[src/pkg/rx_stats_pkg.sv]
`default_nettype none

package rx_stats_pkg;

  // Frame length limits in bytes, inclusive at both ends
  localparam int unsigned MIN_LEN_LIMIT = 64;
  localparam int unsigned MAX_LEN_LIMIT = 1518;

  // Runt test on byte tally: frames shorter than this are runts
  localparam int unsigned RUNT_BYTE_LIMIT = 64;

  // Short burst ceiling in bit times, must sit strictly inside 74..82
  localparam int unsigned SHORT_BURST_CEILING_BT = 78;
  localparam int unsigned SHORT_CEIL_LOW_BT = 74;
  localparam int unsigned SHORT_CEIL_HIGH_BT = 82;

  // Legal packet floor in bit times, allowed 552 up to but not 565
  localparam int unsigned LEGAL_PACKET_FLOOR_BT = 556;
  localparam int unsigned FLOOR_LOW_BT = 552;
  localparam int unsigned FLOOR_HIGH_BT = 565;

  // Counter and measurement widths
  localparam int unsigned EVENT_CNT_W = 32;
  localparam int unsigned BYTE_CNT_W = 64;
  localparam int unsigned LEN_W = 16;

  // Index of each event counter in the counter bank
  localparam int unsigned IDX_GOOD = 0;
  localparam int unsigned IDX_CRC = 1;
  localparam int unsigned IDX_ALIGN = 2;
  localparam int unsigned IDX_LONG = 3;
  localparam int unsigned IDX_SHORT = 4;
  localparam int unsigned IDX_RUNT = 5;
  localparam int unsigned NUM_EVENT_CNT = 6;

endpackage : rx_stats_pkg

`default_nettype wire

[src/hw/repeater_port_rx_error_stats.sv]
`default_nettype none

module repeater_port_rx_error_stats
  import rx_stats_pkg::*;
#(
  // Frame length limits in bytes, both ends inclusive
  parameter int unsigned MIN_LEN = MIN_LEN_LIMIT,
  parameter int unsigned MAX_LEN = MAX_LEN_LIMIT,
  // Burst ceiling and packet floor in bit times
  parameter int unsigned SHORT_CEIL = SHORT_BURST_CEILING_BT,
  parameter int unsigned PACKET_FLOOR = LEGAL_PACKET_FLOOR_BT,
  // Runt test select: 0 for the timing test, 1 for the tally test
  parameter bit USE_TALLY_RUNT = 1'b0,
  // Counter widths; the byte counter takes whole tallies
  parameter int unsigned CNT_W = EVENT_CNT_W,
  parameter int unsigned BYTES_W = BYTE_CNT_W
) (
  // Clock, reset and enable
  input wire logic sys_clk,
  input wire logic nrst,
  input wire logic clk_en,
  // Receive path indications, all on the port clock
  input wire logic carrier_activity,
  input wire logic bit_tick,
  input wire logic byte_valid,
  input wire logic crc_fail_flag,
  input wire logic odd_bit_flag,
  input wire logic collide_flag,
  // Counters read by the management side
  output logic [CNT_W-1:0] good_frame_count,
  output logic [BYTES_W-1:0] good_byte_count,
  output logic [CNT_W-1:0] crc_error_count,
  output logic [CNT_W-1:0] align_error_count,
  output logic [CNT_W-1:0] over_length_count,
  output logic [CNT_W-1:0] short_burst_count,
  output logic [CNT_W-1:0] runt_count
);

  // Refuse settings the classifier cannot serve; these checks act at
  // elaboration, so a bad parameter set never reaches simulation
  if (SHORT_CEIL <= SHORT_CEIL_LOW_BT || SHORT_CEIL >= SHORT_CEIL_HIGH_BT) begin : g_bad_ceiling
    // The ceiling must keep margin on both sides for circuit losses
    $error("short burst ceiling out of range");
  end
  if (PACKET_FLOOR < FLOOR_LOW_BT || PACKET_FLOOR >= FLOOR_HIGH_BT) begin : g_bad_floor
    // A floor outside its band would misfile legal packets as runts
    $error("legal packet floor out of range");
  end
  if (PACKET_FLOOR <= SHORT_CEIL) begin : g_bad_order
    // The runt band between ceiling and floor must not be empty
    $error("packet floor not above burst ceiling");
  end
  if (MIN_LEN > MAX_LEN || MAX_LEN >= (1 << LEN_W) - 1) begin : g_bad_limits
    // The tally saturates at its top value, so the maximum must sit below it
    $error("frame length limits unusable");
  end
  if (CNT_W < 1 || BYTES_W < LEN_W) begin : g_bad_widths
    // The byte counter must take a whole tally in one step
    $error("counter widths too small");
  end

  // Per-activity measurement state; all measures live in one register so
  // a low enable holds them together with the counters
  typedef struct packed {
    logic carrier_prev; // Carrier seen in the last enabled cycle
    logic [LEN_W-1:0] activity_length; // Bit times of the current activity
    logic [LEN_W-1:0] byte_tally; // Whole bytes after the frame start
    logic crc_seen; // Checksum failure seen during activity
    logic odd_seen; // Odd bit framing seen during activity
    logic collide_seen; // Collision seen during activity
  } meas_state_t;

  meas_state_t state_q;
  meas_state_t state_d;

  // Counter bank increment strobes and amounts
  logic [NUM_EVENT_CNT-1:0] event_inc;
  logic good_byte_inc;
  logic activity_end;
  logic tally_in_range;
  logic tally_over;

  // Outcome of each class test on the finished activity
  logic frame_good; // In range, clean checksum, no collision
  logic frame_crc; // In range, checksum failure, whole framing
  logic frame_align; // In range, checksum failure with odd bits
  logic burst_short; // Shorter than the burst ceiling
  logic runt_by_time; // Shorter than the packet floor
  logic runt_by_tally; // Fewer bytes than the runt limit
  logic runt_hit; // Runt under the selected test

  // Saturating increment keeps a stuck carrier from wrapping the measure;
  // a saturated tally still reads as over length at the end
  function automatic logic [LEN_W-1:0] sat_inc(input logic [LEN_W-1:0] val);
    logic [LEN_W-1:0] res;
    res = val;
    if (val != {LEN_W{1'b1}}) begin
      res = LEN_W'(val + LEN_W'(1));
    end
    return res;
  endfunction : sat_inc

  // Inclusive length window test, used for good and error frames;
  // widened to 32 bits so the compare against the limits loses nothing
  function automatic logic len_in_range(input logic [LEN_W-1:0] tally);
    return (32'(tally) >= MIN_LEN) && (32'(tally) <= MAX_LEN);
  endfunction : len_in_range

  // Timing: the first enabled cycle with carrier low after carrier high
  // is the end cycle; the classifier strobes then and the counters show
  // the result one edge later. One low cycle between activities is
  // enough, as the next rising carrier restarts every measure.
  // Measurement: count bit times and bytes, latch flags during activity
  always_comb begin
    state_d = state_q;
    state_d.carrier_prev = carrier_activity;
    if (carrier_activity) begin
      // A fresh activity restarts every measure
      if (!state_q.carrier_prev) begin
        state_d.activity_length = '0;
        state_d.byte_tally = '0;
        state_d.crc_seen = 1'b0;
        state_d.odd_seen = 1'b0;
        state_d.collide_seen = 1'b0;
      end
      // Bit time ticks give the activity length
      if (bit_tick) begin
        state_d.activity_length = sat_inc(state_d.activity_length);
      end
      // Only whole bytes after the frame start strobe, so checksum bytes
      // count while preamble and trailing dribble bits never do
      if (byte_valid) begin
        state_d.byte_tally = sat_inc(state_d.byte_tally);
      end
      // Flags are sticky over the whole activity
      if (crc_fail_flag) begin
        state_d.crc_seen = 1'b1;
      end
      if (odd_bit_flag) begin
        state_d.odd_seen = 1'b1;
      end
      if (collide_flag) begin
        state_d.collide_seen = 1'b1;
      end
    end
  end

  // Measurement register; reset acts whatever the enable, and a low
  // enable freezes every measure along with the counters
  always_ff @(posedge sys_clk) begin
    if (!nrst) begin
      // Reset clears every measure
      state_q <= '0;
    end else if (clk_en) begin
      // Take the next measure only on enabled edges
      state_q <= state_d;
    end
  end

  // End of activity is the first cycle with carrier gone
  assign activity_end = state_q.carrier_prev && !carrier_activity;

  // Length window tests on the finished tally
  assign tally_in_range = len_in_range(state_q.byte_tally);
  assign tally_over = 32'(state_q.byte_tally) > MAX_LEN;

  // Class tests on the finished activity, kept apart from the strobes
  assign frame_good = tally_in_range && !state_q.crc_seen && !state_q.collide_seen;
  assign frame_crc = tally_in_range && state_q.crc_seen && !state_q.odd_seen && !state_q.collide_seen;
  assign frame_align = tally_in_range && state_q.crc_seen && state_q.odd_seen && !state_q.collide_seen;
  assign burst_short = 32'(state_q.activity_length) < SHORT_CEIL;
  // Length equal to the ceiling falls to the runt side, so a collision-free event
  // between the two ceiling bounds counts as short or, when the runt test is met, as runt
  assign runt_by_time = 32'(state_q.activity_length) < PACKET_FLOOR;
  assign runt_by_tally = 32'(state_q.byte_tally) < RUNT_BYTE_LIMIT;
  // Only one runt test is built in; the parameter picks which
  assign runt_hit = USE_TALLY_RUNT ? runt_by_tally : runt_by_time;

  // Class table applied at the end of each activity:
  //   good   in range, no checksum failure, no collision
  //   crc    in range, checksum failure, whole framing, no collision
  //   align  in range, checksum failure, odd bits, no collision
  //   over   tally above the maximum, whatever the flags
  //   short  length below the ceiling, whatever the flags
  //   runt   length from the ceiling up, no collision, runt test met
  // An activity lands in at most one of good, crc, align and over, and
  // in at most one of short and runt; a collided activity reaches only
  // the over and short counters.
  // Classifier: sorts each finished activity into the counters
  always_comb begin
    event_inc = '0;
    good_byte_inc = 1'b0;
    if (activity_end) begin
      // Good frame: count it and add its bytes
      if (frame_good) begin
        event_inc[IDX_GOOD] = 1'b1;
        good_byte_inc = 1'b1;
      end
      // Checksum error only when framing was whole
      if (frame_crc) begin
        event_inc[IDX_CRC] = 1'b1;
      end
      // Alignment error takes the frame away from the checksum counter
      if (frame_align) begin
        event_inc[IDX_ALIGN] = 1'b1;
      end
      // Over length; the range tests above already exclude it
      if (tally_over) begin
        event_inc[IDX_LONG] = 1'b1;
      end
      // Short burst below the ceiling, whatever the flags
      if (burst_short) begin
        event_inc[IDX_SHORT] = 1'b1;
      end else if (!state_q.collide_seen && runt_hit) begin
        // From the ceiling up, a collision-free activity may be a runt
        event_inc[IDX_RUNT] = 1'b1;
      end
    end
  end

  // Event counters, each adds one per strobe and wraps; they share the
  // enable with the measures so a frozen block counts nothing
  logic [CNT_W-1:0] event_count [NUM_EVENT_CNT];

  genvar gi;
  generate
    for (gi = 0; gi < NUM_EVENT_CNT; gi++) begin : g_evt
      stat_counter #(
        .WIDTH(CNT_W),
        .INC_W(1)
      ) u_evt (
        .sys_clk(sys_clk),
        .nrst(nrst),
        .clk_en(clk_en),
        .inc_en(event_inc[gi]),
        .inc_amount(1'b1),
        .count(event_count[gi])
      );
    end
  endgenerate

  // Byte counter adds the whole tally of each good frame in one step;
  // the tally is zero-extended to the counter width inside the counter
  stat_counter #(
    .WIDTH(BYTES_W),
    .INC_W(LEN_W)
  ) u_bytes (
    .sys_clk(sys_clk),
    .nrst(nrst),
    .clk_en(clk_en),
    .inc_en(good_byte_inc),
    .inc_amount(state_q.byte_tally),
    .count(good_byte_count)
  );

  // Read-only counter outputs, straight from counter flip-flops; the
  // management side has no path to load or clear them
  assign good_frame_count = event_count[IDX_GOOD];
  assign crc_error_count = event_count[IDX_CRC];
  assign align_error_count = event_count[IDX_ALIGN];
  assign over_length_count = event_count[IDX_LONG];
  assign short_burst_count = event_count[IDX_SHORT];
  assign runt_count = event_count[IDX_RUNT];

endmodule : repeater_port_rx_error_stats

`default_nettype wire

[src/hw/stat_counter.sv]
`default_nettype none

module stat_counter #(
  parameter int unsigned WIDTH = 32,
  parameter int unsigned INC_W = 16
) (
  input wire logic sys_clk,
  input wire logic nrst,
  input wire logic clk_en,
  input wire logic inc_en,
  input wire logic [INC_W-1:0] inc_amount,
  output logic [WIDTH-1:0] count
);

  // Whole state of the counter
  typedef struct packed {
    logic [WIDTH-1:0] value;
  } cnt_state_t;

  cnt_state_t state_q;
  cnt_state_t state_d;

  // Refuse an increment that the counter could not take in one step
  if (INC_W > WIDTH) begin : g_bad_width
    $error("stat_counter: increment wider than counter");
  end

  // Add the increment; the sum is cut to WIDTH so it wraps past the top
  always_comb begin
    state_d = state_q;
    if (inc_en) begin
      state_d.value = WIDTH'(state_q.value + WIDTH'(inc_amount));
    end
  end

  // Register with synchronous reset and clock enable
  always_ff @(posedge sys_clk) begin
    if (!nrst) begin
      state_q <= '0;
    end else if (clk_en) begin
      state_q <= state_d;
    end
  end

  assign count = state_q.value;

endmodule : stat_counter

`default_nettype wire

[config.mk]
export PLATFORM = sky130hd
export DESIGN_NAME = repeater_port_rx_error_stats
export DESIGN_NICKNAME = d
export VERILOG_FILES = /design/src/pkg/rx_stats_pkg.sv /design/src/hw/repeater_port_rx_error_stats.sv /design/src/hw/stat_counter.sv
export SDC_FILE = /design/constraint.sdc
export NUM_CORES = 1
export LEC_CHECK = 0
export ABC_AREA = 1
export BUFFER_PORTS_ARGS = -buffer_cell sky130_fd_sc_hd__buf_2
export CAP_MARGIN = 20
export CORE_AREA = 2 2 172 174
export CTS_CLUSTER_DIAMETER = 120
export DETAILED_ROUTE_END_ITERATION = 12
export DIE_AREA = 0 0 174 176
export PLACE_DENSITY = 0.84
export SLEW_MARGIN = 20
export SYNTH_ARGS = -nofsm -noshare
export SYNTH_HDL_FRONTEND = slang
export SYNTH_HIERARCHICAL = 1
export SYNTH_SLANG_ARGS = --single-unit
[constraint.sdc]
create_clock -name sys_clk -period 4.1 [get_ports sys_clk]
set_input_delay 0.615 -clock sys_clk [delete_from_list [all_inputs] [get_ports sys_clk]]
set_output_delay 0.615 -clock sys_clk [all_outputs]
set_load 0.01 [all_outputs]
# Yosys cells after proc, flatten, opt, wreduce, memory -nomap -nowiden
# Index checks and enable logic that the tools add are counted.
dict set report op_classes {
  mux 18
  n_reduce_logical 25
  addsub 9
  eq_ne 5
  magnitude_cmp 5
}
# op count
set op_table {}
lappend op_table {{adder 32 x 1 -> 32 bit (second input constant)} 6}
lappend op_table {{two-way mux 35 bit} 2}
lappend op_table {{adder 64 x 16 -> 64 bit} 1}
lappend op_table {{two-way mux 16 bit} 4}
lappend op_table {{adder 16 x 1 -> 16 bit (second input constant)} 2}
lappend op_table {{inequality test 16 bit (second input constant)} 2}
lappend op_table {{greater-or-equal comparator 16 x 7 -> 1 bit (second input constant)} 1}
lappend op_table {{greater-than comparator 16 x 11 -> 1 bit (second input constant)} 1}
lappend op_table {{less-or-equal comparator 16 x 11 -> 1 bit (second input constant)} 1}
lappend op_table {{less-than comparator 16 x 10 -> 1 bit (second input constant)} 1}
lappend op_table {{less-than comparator 16 x 7 -> 1 bit (second input constant)} 1}
lappend op_table {{AND reduction 2 bit} 8}
lappend op_table {{two-way mux 1 bit} 11}
lappend op_table {{logical AND 1 bit} 10}
lappend op_table {{inequality test 3 bit (second input constant)} 3}
lappend op_table {{AND reduction 3 bit} 3}
lappend op_table {{two-way mux 6 bit} 1}
lappend op_table {{zero test 1 bit} 4}
dict set report word_totals {
  regBits 292
  output_inout_bits 256
}

# Longest topological paths before layout
dict set report logic_depth {
  depth_word 8
  ltp_mapped 18
  ltp_nobuf 17
}

# Cells and area by module
# The synthesis kept the hierarchy.
# mod instances area_each_um2 seq_area_each_um2 cells_each
set by_module_without_submodules {}
lappend by_module_without_submodules {{stat_counter at g_evt[0].u_evt ...} 6 1766.7 640.6 264}
lappend by_module_without_submodules {{stat_counter at u_bytes} 1 4673.2 1281.2 802}
lappend by_module_without_submodules {repeater_port_rx_error_stats 1 2626.3 720.7 433}

# Least setup slack after synthesis
# OpenSTA, ideal clock, no wires.
dict set report synth_timing {
  path_kind {flip-flop to flip-flop}
  from {reg state_q[35] in the netlist's numbering}
  to {reg u_bytes.state_q (netlist bit u_bytes/count[60])}
  arrival_ns 2.249
  required_time_ns 3.985
  path_stages_with_launch 17
  slack_ns 1.736
  path_buffers 3
  setup_time_ns 0.115
  synth_period_minus_slack_ns 2.364
  path_cell_list {dfxtp_1 buf_6 buf_6 nand2_1 nor2_1 inv_1 nor3_1 nand2_1 inv_2 buf_4 nand2_1 nor2_2 nand2_1 nor2_2 nand3_1 nand2_1 nor2_1}
}
dict set report synth_between {
  elab_chain_len 3
}
# element line_no
set synth_rtl {}
lappend synth_rtl {{start: declaration} repeater_port_rx_error_stats.sv:73} ;# meas_state_t state_q;
lappend synth_rtl {{start signal: assignment} repeater_port_rx_error_stats.sv:156} ;# state_q <= state_d;
lappend synth_rtl {{logical AND 1 bit} repeater_port_rx_error_stats.sv:161} ;# assign activity_end = state_q.carrier_prev && !carrier_activity;
lappend synth_rtl {{two-way mux 1 bit} repeater_port_rx_error_stats.sv:193} ;# if (activity_end) begin
lappend synth_rtl {{AND reduction 2 bit (no line)} --}
lappend synth_rtl {{end signal: assignment} stat_counter.sv:41} ;# state_q <= state_d;
lappend synth_rtl {{end: declaration} stat_counter.sv:20} ;# cnt_state_t state_q;
# No other way between the ends.
# A chain may end at the register's enable or synchronous reset.

# Final worst setup path
dict set report layout_timing {
  from {reg state_q[9] in the netlist's numbering}
  to {reg u_bytes.state_q (netlist bit u_bytes/count[24])}
}
dict set report layout_between {
  elab_chain_len 7
}
# element line_no
set layout_rtl {}
lappend layout_rtl {{greater-or-equal comparator 16 x 7 -> 1 bit / less-or-equal comparator 16 x 11 -> 1 bit (equally long branches)} repeater_port_rx_error_stats.sv:106} ;# return (32'(tally) >= MIN_LEN) && (32'(tally) <= MAX_LEN);
lappend layout_rtl {{logical AND 1 bit} repeater_port_rx_error_stats.sv:106}
lappend layout_rtl {{logical AND 1 bit (2 in series)} repeater_port_rx_error_stats.sv:168} ;# assign frame_good = tally_in_range && !state_q.crc_seen && !state_q.collide_seen;
lappend layout_rtl {{two-way mux 1 bit} repeater_port_rx_error_stats.sv:195} ;# if (frame_good) begin
lappend layout_rtl {{two-way mux 1 bit} repeater_port_rx_error_stats.sv:193}
lappend layout_rtl {{AND reduction 2 bit (no line)} --}
# Several ways; a longest one is shown, not always the timed one.

==> impl_results.md <==
* R2R setup slack at 0.78 ns
* # rows at 62
* PortBufs at 264
* CP peak stage delay at 0.47 ns
* Die Wd at 174 um
* Worst Skew at 0.01994 ns
* Worst-margin pin slew at 0.6140 ns
* WP data arrival at 3.72 ns
* Top FF cell, synth: dfxtp_1
* Largest family of logic cells by synthesized area: simple AND/OR/NAND/NOR gates
* Count of cell types in the netlist at 45
* RSZ-0062 raised after global routing: no
* Top cell type's share of synthesized area at 32.66%
* Total grt overflow at 0
* Yosys warnings at 6
* Clk root buf: clkbuf_16
* Seq/Total Area, Yosys at 32.66%
* Drt via density at 5.438
* Busiest grt layer: met2
* Post-synthesis area per instance at 6.350 um^2
* Largest cells by area after synthesis: dfxtp_1 (33%), nand2_1 (16%), nor2_1 (12%)
* Simple-Gate Fraction of Synth Area at 47.01%
* Worst hold start: odd_bit_flag
* Met1 usage at 40.02%
* GR met3 Demand/Resource at 5.512%
* DP HPWL at 37990 um
* Hold Vio Cnt, Final at 0
* CTS tree: yes
* Clk_lat worst skew at 0.52 ns
* Xor/xnor share of the synthesized area at 2.398%
* Reg power frac at 45.3%
* Initial antenna violation count at 0
* Reg2Reg Capture Point: u_bytes/count[24]
* Status: completed
* Total Nets Final at 3137
* Hold Crit Depth at 3
* CTS max path bufs at 3
* Hold_buf cts at 0
* First-pass GRT wire length at 82920 um
* 1st-iter DRT viols at 1647
* Post-synth EDFFs at 0
* Placer Congestion at 1.048
* Net Sw Power at 1359 uW
* Crit start category: flip-flop
* Cell family with most CP delay: simple AND/OR/NAND/NOR gates
* Synth Register Bits at 292
* Area grow syn2layout at 15.90%
* CP endpoint kind: flip-flop
* WHS Endpoint: state_q[1]
* Final period utilization at 81.00%
* Worst hold-check path type: in2reg
* Net Sw Frac at 21.62%
* CTS sink cnt at 292
* CP max FO at 45
* Reg clk slew, reported paths at 0.06 ns
* Int Pwr at 4927 uW
* Critical path buffer and inverter count at 2
* Max cap viols at 0
* Yosys top cell by area: dfxtp_1
* GRT Resource Usage Total at 32.22%
* Leak pwr at 0.009834 uW
* Vias in the first global route at 17364
* Largest net degree at the start of global routing at 111
* Layout cell share with drive strength beyond 1 at 16.82%
* Worst path depth at 12
* Crit path top cell by count: nand2_1
* First-pass DRT Iterations at 6
* Num ports at 265
* Post-CTS sizing at 0
* DIE AREA at 30620 um^2
* Final setup fails at 0
* Tmin final at 3.321 ns
* Cell Pwr Density at 303.0 nW/um^2
* Worst path slowest cell: nand2_1
* Slew HR at 59.06%
* M2 GR Usage at 55.01%
* Diode count at 0
* Req. time, crit path at 4.50 ns
* Remaining DRCs at 0
* Setup TNS after final layout at 0 ns
* H-Tree Depth at 2
* R2R cell count at 12
* Die H at 176 um
* CP Class: reg2reg
* Vias at 19034
* Cell-by-cell trace of the critical path: nand3_1 > nor2_1 > nand4_1 > nand2_1 > nand2_1 > nor3_1 > nand2_1 > inv_2 > buf_4 > nand3_1 > o21ai_0 > nor2_1
* Worst vdd ir at 0.3052 mV
* Logic pwr share at 2.4%
* Compound-gate portion of the synthesized area at 7.277%
* Maximum clock rate at 301.1 MHz
* Clock Power Share at 52.4%
* Final Util at 72.67%
* Slew Viols, Final at 0
* Adder-cell share of the synthesized area at 2.628%
* Cell Area, Synth at 17900 um^2
* Ys async rst share at 0%
* Mapped Cells at 2819
* Routed wire per std cell at 14.55 um
* Multiplexer area fraction after synthesis at 0%
* CORE AREA at 28550 um^2
* Initial core utilization at 62.70%
* Reg-to-Reg Start: state_q[9]
* Routed Antenna Nets at 0
* TritonCTS Buffers at 34
* Wirelength, routed at 50910 um
* # Post-CTS Setup Buffers at 0
worst max path at each step:
| stage | start | endpoint |
|---|---|---|
| 2_1_floorplan | state_q[35] | u_bytes/count[60] |
| 3_3_place_gp | carrier_activity | u_bytes/count[24] |
| 3_5_place_dp | carrier_activity | u_bytes/count[24] |
| 4_1_cts | state_q[9] | u_bytes/count[24] |
| 5_1_grt | state_q[9] | u_bytes/count[24] |
| 6_report | state_q[9] | u_bytes/count[24] |
logic make-up (layout without fill, tap and decap cells):
group,after synthesis,after routing
flops,292,292
compound gates,254,254
xor+xnor,49,49
simple gates,1828,1828
buf+inv,358,644
fa+ha+maj,37,37
other cells,1,12
state kept, by name, indices dropped and copies added, names as in the netlist:
signal             cells
state_q               36
g_evt.u_evt/count    192
u_bytes/count         64
power groups by stage:
stage / sequential, uW / clock, uW / combinational [uW]
final: 2850 / 3290 / 148
after floorplan: 2910 / 0 / 115
after detailed placement: 2910 / 0 / 146
after global placement: 2910 / 0 / 142
after CTS: 2850 / 3340 / 147
after global routing: 2840 / 3450 / 166
worst reg2reg max path, stage by stage (launching register included):
cell	delay [ns]
dfxtp_1	0.46
nand3_1	0.18
nor2_1	0.18
nand4_1	0.10
nand2_1	0.12
nand2_1	0.06
nor3_1	0.32
nand2_1	0.48
inv_2	0.42
buf_4	0.46
nand3_1	0.18
o21ai_0	0.19
nor2_1	0.06
placed cells by master (no fill, tap or decap), types with 14 or more instances in the layout:
master / count
nor3_1: 29
dfxtp_1: 292
nor2_8: 18
nand4_1: 37
nor3_2: 14
xor2_1: 34
clkbuf_16: 35
xnor2_1: 15
nand2_2: 44
o21ai_0: 68
nor2_1: 568
buf_2: 263
nand2_4: 20
inv_1: 300
nand3_1: 227
ha_1: 36
a21oi_1: 173
nand2_1: 758
nor2_2: 56
synthesized netlist by cell type, types with 34 or more instances:
master   number
nand2_1     758
o21ai_0      68
dfxtp_1     292
nor2_2       56
xor2_1       34
nand3_1     227
ha_1         36
inv_1       300
nor2_1      568
a21oi_1     173
nand4_1      37
nand2_2      44
metal layers:
layer	vias up	wire, um
met5	-	0
li1	9436	-
met2	812	23400
met1	8617	21150
met4	0	2382
met3	169	3974
metrics by stage:
| step | worst slack, ns | hold WS (ns) | power [uW] | cell area, um^2 | std cells |
|---|---|---|---|---|---|
| finish | 0.7788 | 0.3454 | 6287 | 20750 | 3500 |
| floorplan | 1.736 | 0.4407 | 3023 | 17940 | 2830 |
| detailed placement | 0.7861 | 0.4772 | 3054 | 19540 | 3439 |
| global route | 0.4069 | 0.3490 | 6459 | 20750 | 3500 |
| CTS | 0.8547 | 0.3287 | 6334 | 20750 | 3500 |
| global placement | 0.8917 | 0.4704 | 3050 | 19540 | 3439 |
layout make-up:
class                   instances  area (um^2)
clock buffers                  44        929.6
clock inverters                17        272.8
fillers                      2489         7801
inverters                     314         1179
multi-input cells            2180        10660
flip-flops and latches        292         5846
well taps                     384        480.5
repair buffers                269         1378
Power figures use the tool's default switching activity.
